--- src/design/aab_defines.vh ---
/*
  constants for the accumulator add and bit-operation datapath:
  opcode patterns, field positions, flag positions, timing counts.
  assumes a 14-bit instruction word and an 8-bit data path.
*/
`ifndef AAB_DEFINES_VH
`define AAB_DEFINES_VH

// instruction word fields
`define AAB_OP_W 14
`define AAB_FILE_LSB 0
`define AAB_FILE_MSB 6
`define AAB_DEST_BIT 7
`define AAB_BITSEL_LSB 7
`define AAB_BITSEL_MSB 9
`define AAB_LIT_LSB 0
`define AAB_LIT_MSB 7

// opcode patterns in the upper bits
`define AAB_TOP6_ADDF 6'h07
`define AAB_TOP6_ANDF 6'h05
`define AAB_TOP4_BITCLR 4'h4
`define AAB_TOP4_BITSET 4'h5
`define AAB_TOP4_SKIPZERO 4'h6
`define AAB_TOP4_SKIPONE 4'h7
`define AAB_TOP5_ADDLIT 5'h1f
`define AAB_TOP6_ANDLIT 6'h39

// flag positions in the status output
`define AAB_FLAG_C 0
`define AAB_FLAG_HC 1
`define AAB_FLAG_Z 2

// reset values
`define AAB_ACC_RESET 8'h00
`define AAB_FLAGS_RESET 3'h0

// one instruction cycle is four oscillator periods
`define AAB_PHASES_PER_CYCLE 4
`define AAB_PHASE_LAST 2'h3

`endif

--- src/design/aab_alu.v ---
/*
  combinational 8-bit add / and unit with carry, half-carry and zero.
  assumes operands are stable over the instruction cycle.
*/
`timescale 1ns/1ns
module aab_alu (
  input wire [7:0] a_in, // first operand (accumulator)
  input wire [7:0] b_in, // second operand (literal or file)
  input wire do_and, // 1 selects and, 0 selects add
  output reg [7:0] result, // operation result
  output reg carry_out, // carry out of bit 7
  output reg half_out, // carry out of bit 3
  output reg zero_out // result is zero
);
  reg [8:0] sum_full;
  reg [4:0] sum_low;

  // add or and, flag terms
  always @*
  begin
    sum_full = {1'b0, a_in} + {1'b0, b_in};
    sum_low = {1'b0, a_in[3:0]} + {1'b0, b_in[3:0]};
    result = do_and ? (a_in & b_in) : sum_full[7:0];
    carry_out = sum_full[8];
    half_out = sum_low[4];
    zero_out = (result == 8'h00);
  end
endmodule // aab_alu

--- src/design/aab_core.v ---
/*
  execution datapath for eight instructions of an 8-bit accumulator core,
  holding the accumulator, the flags and a 128-byte file register array.
  assumes instr and instr_valid are held by fetch logic for a whole
  instruction cycle and sampled at the last of its four phases.
*/
`timescale 1ns/1ns
`include "aab_defines.vh"
module aab_core (
  input wire clock, // core clock, 50 MHz
  input wire resetn, // asynchronous reset, active low
  input wire [13:0] instr, // instruction word for this cycle
  input wire instr_valid, // instruction present this cycle
  output reg [7:0] acc_out, // accumulator
  output reg [2:0] flags_out, // {zero, half-carry, carry}
  output reg cycle_end, // pulse in the clock after the last phase of each cycle
  output reg skip_active, // current cycle is a forced no-op
  output reg exec_done, // pulse: an instruction took effect
  output reg [6:0] wr_addr, // last file address written
  output reg [7:0] wr_data, // last file data written
  output reg wr_strobe // pulse: file register written
);
  reg [1:0] phase_reg;
  reg skip_reg;
  reg [7:0] file_mem [0:127];
  reg [7:0] acc_next;
  reg [2:0] flags_next;
  reg skip_next;
  reg file_we;
  reg [7:0] file_wdata;
  reg did_exec;
  wire [6:0] fsel;
  wire [2:0] bsel;
  wire [7:0] lit;
  wire dest;
  wire [7:0] fval;
  wire tested_bit;
  wire is_addf;
  wire is_andf;
  wire is_bclr;
  wire is_bset;
  wire is_skz;
  wire is_sko;
  wire is_addl;
  wire is_andl;
  wire use_lit;
  wire [7:0] alu_res;
  wire alu_c;
  wire alu_hc;
  wire alu_z;
  wire last_phase;

  // operand fields; d and the low bit of b both sit at instr[7],
  // so only the decode tells which meaning applies
  assign fsel = instr[`AAB_FILE_MSB:`AAB_FILE_LSB];
  assign bsel = instr[`AAB_BITSEL_MSB:`AAB_BITSEL_LSB];
  assign lit = instr[`AAB_LIT_MSB:`AAB_LIT_LSB];
  assign dest = instr[`AAB_DEST_BIT];
  assign fval = file_mem[fsel];
  assign tested_bit = fval[bsel];
  assign last_phase = (phase_reg == `AAB_PHASE_LAST);

  // opcode decode
  assign is_addf = (instr[13:8] == `AAB_TOP6_ADDF);
  assign is_andf = (instr[13:8] == `AAB_TOP6_ANDF);
  assign is_bclr = (instr[13:10] == `AAB_TOP4_BITCLR);
  assign is_bset = (instr[13:10] == `AAB_TOP4_BITSET);
  assign is_skz = (instr[13:10] == `AAB_TOP4_SKIPZERO);
  assign is_sko = (instr[13:10] == `AAB_TOP4_SKIPONE);
  assign is_addl = (instr[13:9] == `AAB_TOP5_ADDLIT);
  assign is_andl = (instr[13:8] == `AAB_TOP6_ANDLIT);
  assign use_lit = is_addl | is_andl;

  aab_alu u_alu (
    .a_in(acc_out),
    .b_in(use_lit ? lit : fval),
    .do_and(is_andl | is_andf),
    .result(alu_res),
    .carry_out(alu_c),
    .half_out(alu_hc),
    .zero_out(alu_z)
  );

  // execute decision, only on the last phase of a cycle
  always @*
  begin
    acc_next = acc_out;
    flags_next = flags_out;
    skip_next = skip_reg;
    file_we = 1'b0;
    file_wdata = fval;
    did_exec = 1'b0;
    if (last_phase)
    begin
      skip_next = 1'b0;
      if (skip_reg)
      begin
        did_exec = 1'b0;
      end
      else if (instr_valid)
      begin
        did_exec = is_addl | is_addf | is_andl | is_andf | is_bclr | is_bset
          | is_skz | is_sko;
        if (is_addl)
        begin
          acc_next = alu_res;
          flags_next = {alu_z, alu_hc, alu_c};
        end
        else if (is_addf)
        begin
          flags_next = {alu_z, alu_hc, alu_c};
          if (dest)
          begin
            file_we = 1'b1;
            file_wdata = alu_res;
          end
          else
          begin
            acc_next = alu_res;
          end
        end
        else if (is_andl)
        begin
          acc_next = alu_res;
          flags_next[`AAB_FLAG_Z] = alu_z;
        end
        else if (is_andf)
        begin
          flags_next[`AAB_FLAG_Z] = alu_z;
          if (dest)
          begin
            file_we = 1'b1;
            file_wdata = alu_res;
          end
          else
          begin
            acc_next = alu_res;
          end
        end
        else if (is_bclr)
        begin
          file_we = 1'b1;
          file_wdata = fval & ~(8'h01 << bsel);
        end
        else if (is_bset)
        begin
          file_we = 1'b1;
          file_wdata = fval | (8'h01 << bsel);
        end
        else if (is_sko)
        begin
          skip_next = tested_bit;
        end
        else if (is_skz)
        begin
          skip_next = ~tested_bit;
        end
      end
    end
  end

  // four-phase instruction cycle counter
  always @(posedge clock or negedge resetn)
  begin
    if (!resetn)
      phase_reg <= 2'h0;
    else
      phase_reg <= phase_reg + 2'h1;
  end

  // accumulator, flags, skip state and status outputs
  always @(posedge clock or negedge resetn)
  begin
    if (!resetn)
    begin
      acc_out <= `AAB_ACC_RESET;
      flags_out <= `AAB_FLAGS_RESET;
      skip_reg <= 1'b0;
      skip_active <= 1'b0;
      cycle_end <= 1'b0;
      exec_done <= 1'b0;
      wr_addr <= 7'h00;
      wr_data <= 8'h00;
      wr_strobe <= 1'b0;
    end
    else
    begin
      acc_out <= acc_next;
      flags_out <= flags_next;
      skip_reg <= skip_next;
      skip_active <= skip_next;
      cycle_end <= last_phase;
      exec_done <= did_exec;
      wr_strobe <= file_we;
      if (file_we)
      begin
        wr_addr <= fsel;
        wr_data <= file_wdata;
      end
    end
  end

  // file register array, no reset; contents start undefined
  // so a bit test before any write of that byte sees an unknown bit
  always @(posedge clock)
  begin
    if (file_we)
      file_mem[fsel] <= file_wdata;
  end
endmodule // aab_core

--- config.mk ---
export PLATFORM = sky130hd
export DESIGN_NAME = aab_core
export DESIGN_NICKNAME = d
export VERILOG_FILES = /design/src/design/aab_alu.v /design/src/design/aab_core.v
export VERILOG_INCLUDE_DIRS = /design/src /design/src/design
export SDC_FILE = /design/constraint.sdc
export NUM_CORES = 1
export LEC_CHECK = 0
export ABC_AREA = 1
export BUFFER_PORTS_ARGS = -buffer_cell sky130_fd_sc_hd__buf_2
export CORE_MARGIN = 3
export CORE_UTILIZATION = 40
export DETAILED_ROUTE_END_ITERATION = 8
export SLEW_MARGIN = 0
export SYNTH_ARGS = -nofsm -noshare
export SYNTH_HDL_FRONTEND = slang
export SYNTH_SLANG_ARGS = --single-unit
--- constraint.sdc ---
create_clock -name clock -period 12.5 [get_ports clock]
set_clock_uncertainty 0.15 [all_clocks]
set_input_delay 1.25 -clock clock [delete_from_list [all_inputs] [get_ports clock]]
set_output_delay 1.25 -clock clock [all_outputs]
set_load 0.01 [all_outputs]
==> metrics.yaml <==
path_buf_inv: 6
grt_use_total_pct: 20.0
cts_made_buffers: 106
max_stage_delay_ns: 0.76
grt-ovfl-total: 0
startpoint: "instr[2]"
post-cts-setup-buffers: 0
crit_path_top_delay_cell: "clkinv_2"
largest_reg_flops: 1024
slew_viol_final: 0
cts_max_level: 3
layout.nets: 4478
dpl_cell_area_um2: 47000
area_growth_pct: 10.3
top_regs: "file_mem x1024, acc_out x8, wr_data x8"
endpoint: "file_mem[76][6]"
rows: 123
start_util_pct: 40.4
synth_edf_count: 1024
core_area_um2: 113000
r2r-start: "file_mem[101][0]"
final_area_um2: 50200
clkSinkCount: 1056
gp_congestion: 0.886
synth_area_leader_cell: "edfxtp_1"
ys_warn_count: 0
netlist_instances: 4472
hp-class: "register to register"
reg2reg_slack_ns: 6.63
fin_setup_tns_ns: 0
die_h_um: 343
grt_pass1_vias: 28700
clockRootBuffer: "clkbuf_16"
powerDensity_nw_per_um2: 152
synthTopCellsByArea: "edfxtp_1 68%, nand2_1 18%, nor2_1 3.3%"
dr.pass1.iters: 5
portBuffers: 46
setup_violations: 0
postCtsHoldBufs: 0
vias: 30600
ys_types: 37
synth_top_area_share_pct: 67.5
p_total_mw: 7.63
critPathKind: "input port to register"
path_common_cell: "nand2_1"
ir_drop_mv: 0.0964
grt_pass1_wl_mm: 180
post_cts_resized: 0
synth-seq-cells: 1056
vias_per_cell: 5.07
p_leak_nw: 20.5
period_minus_slack_ns: 8.67
antenna_found_initial: 0
ctsLongestPathBuffers: 3
cp-end-kind: "register"
synth_nets: 4499
die_x_um: 343
period_share_pct: 69.3
worst_pin_slew_ns: 1.12
rsz0062_at_grt: "no"
timing.fmax_mhz: 115
postRouteAntennaNets: 0
reg2reg_to: "file_mem[76][6]"
synth_area_per_cell_um2: 10.2
syn_area_um2: 45500
diodes: 0
status: "finished, final reports clean"
path_depth: 28
synth-async-reset-ratio_pct: 3.03
grt_max_degree: 183
reg2reg_depth: 30
drcViolationCount: 0
cp_data_arrival_time_ns: 8.89
clk_pin_slew_ns: 0.06
drt_iter0_drc: 3168
wirelength_mm: 120
design.portCount: 47
largest-register: "file_mem"
crit_path_max_fanout: 82
cap_violations: 0
die_area_um2: 118000
place_hpwl_mm: 68.5
netlist_top_cells_count: "2146 x nand2_1, 1024 x edfxtp_1, 401 x nor2_1"
clkLatencyLatePin_ns: 0.70
hold_viol_final: 0
ys.flop_type: "edfxtp_1"
crit_path_start_kind: "input port"
cp_top_family: "buffers and inverters"
worstPathRequired_ns: 12.72
slew_headroom_pct: 25.4
cts_tree: "yes"
ys_seq_area_share_pct: 69.3
wire_per_inst_um: 19.9
drive_gt1_share_pct: 6.33
synth_most_common_cell: "nand2_1"
where the power goes:
part | internal, mW | total, mW | switching (mW)
sequential | 4.00 | 4.01 | 0.00862
combinational | 0.122 | 0.602 | 0.479
clock | 1.69 | 3.01 | 1.32
total | 5.81 | 7.63 | 1.81
area by class of cell:
cell class              count  area (um2)
repair buffers             89         609
inverters                 212         815
clock inverters            63         475
well taps                1500        1880
clock buffers             129        2760
flip-flops and latches   1056       31600
multi-input cells        2986       12200
fillers                 10400       62600
worst min-delay path by stage:
stage	start	cells after the start	slack, ns	endpoint
global route	phase_reg[0]	1	0.30	phase_reg[0]
floorplan	phase_reg[0]	1	0.25	phase_reg[0]
global placement	phase_reg[0]	1	0.26	phase_reg[0]
detailed placement	phase_reg[0]	1	0.27	phase_reg[0]
CTS	phase_reg[0]	1	0.28	phase_reg[0]
finish	phase_reg[0]	1	0.28	phase_reg[0]
per-layer routing:
metal,track usage [%],routed length (um),vias up
met5,0,0,-
met4,5.36,2530,0
met3,3.18,9150,173
met2,31.6,55100,1165
met1,29.0,53100,14700
li1,-,-,14600
cell usage in the layout, fill, tap and decap left out, types with 2 or more instances in the layout:
master	n
a21oi_1	17
a31oi_1	4
buf_12	3
buf_2	43
buf_4	41
bufinv_16	6
clkbuf_1	22
clkbuf_16	107
clkinv_1	34
clkinv_2	19
dfrtp_1	32
edfxtp_1	1024
ha_1	9
inv_1	201
inv_2	5
inv_4	2
inv_6	4
nand2_1	2142
nand2_2	2
nand2_4	3
nand3_1	142
nand3_2	3
nand3b_1	4
nand4_1	7
nor2_1	398
nor2_4	6
nor3_1	8
o211ai_1	33
o21ai_0	123
o21ai_1	27
or2_1	11
or2_2	32
xor2_1	4
kinds of logic (layout without fill, tap and decap cells):
| family | Yosys count | in the layout | synth area share, % |
|---|---|---|---|
| adders and majority gates | 10 | 10 | 0.291 |
| AOI/OAI and AO/OA | 210 | 210 | 2.53 |
| buffers and inverters | 430 | 493 | 4.23 |
| and+or+nand+nor | 2761 | 2761 | 23.6 |
| muxes | 1 | 1 | 0.0220 |
| DFF | 1056 | 1056 | 69.3 |
| xor gates and xnor gates | 4 | 4 | 0.0769 |
metrics by stage:
stage | hold slack (ns) | std cells | setup slack (ns) | utilization, %
global placement | 0.262 | 5843 | 3.44 | 41.7
CTS | 0.280 | 6035 | 4.01 | 44.5
global route | 0.300 | 6035 | 3.34 | 44.5
floorplan | 0.251 | 4472 | 3.61 | -
finish | 0.281 | 6035 | 3.83 | 44.5
detailed placement | 0.268 | 5843 | 3.30 | 41.7
Note: power is estimated with default switching activity, not from simulation.
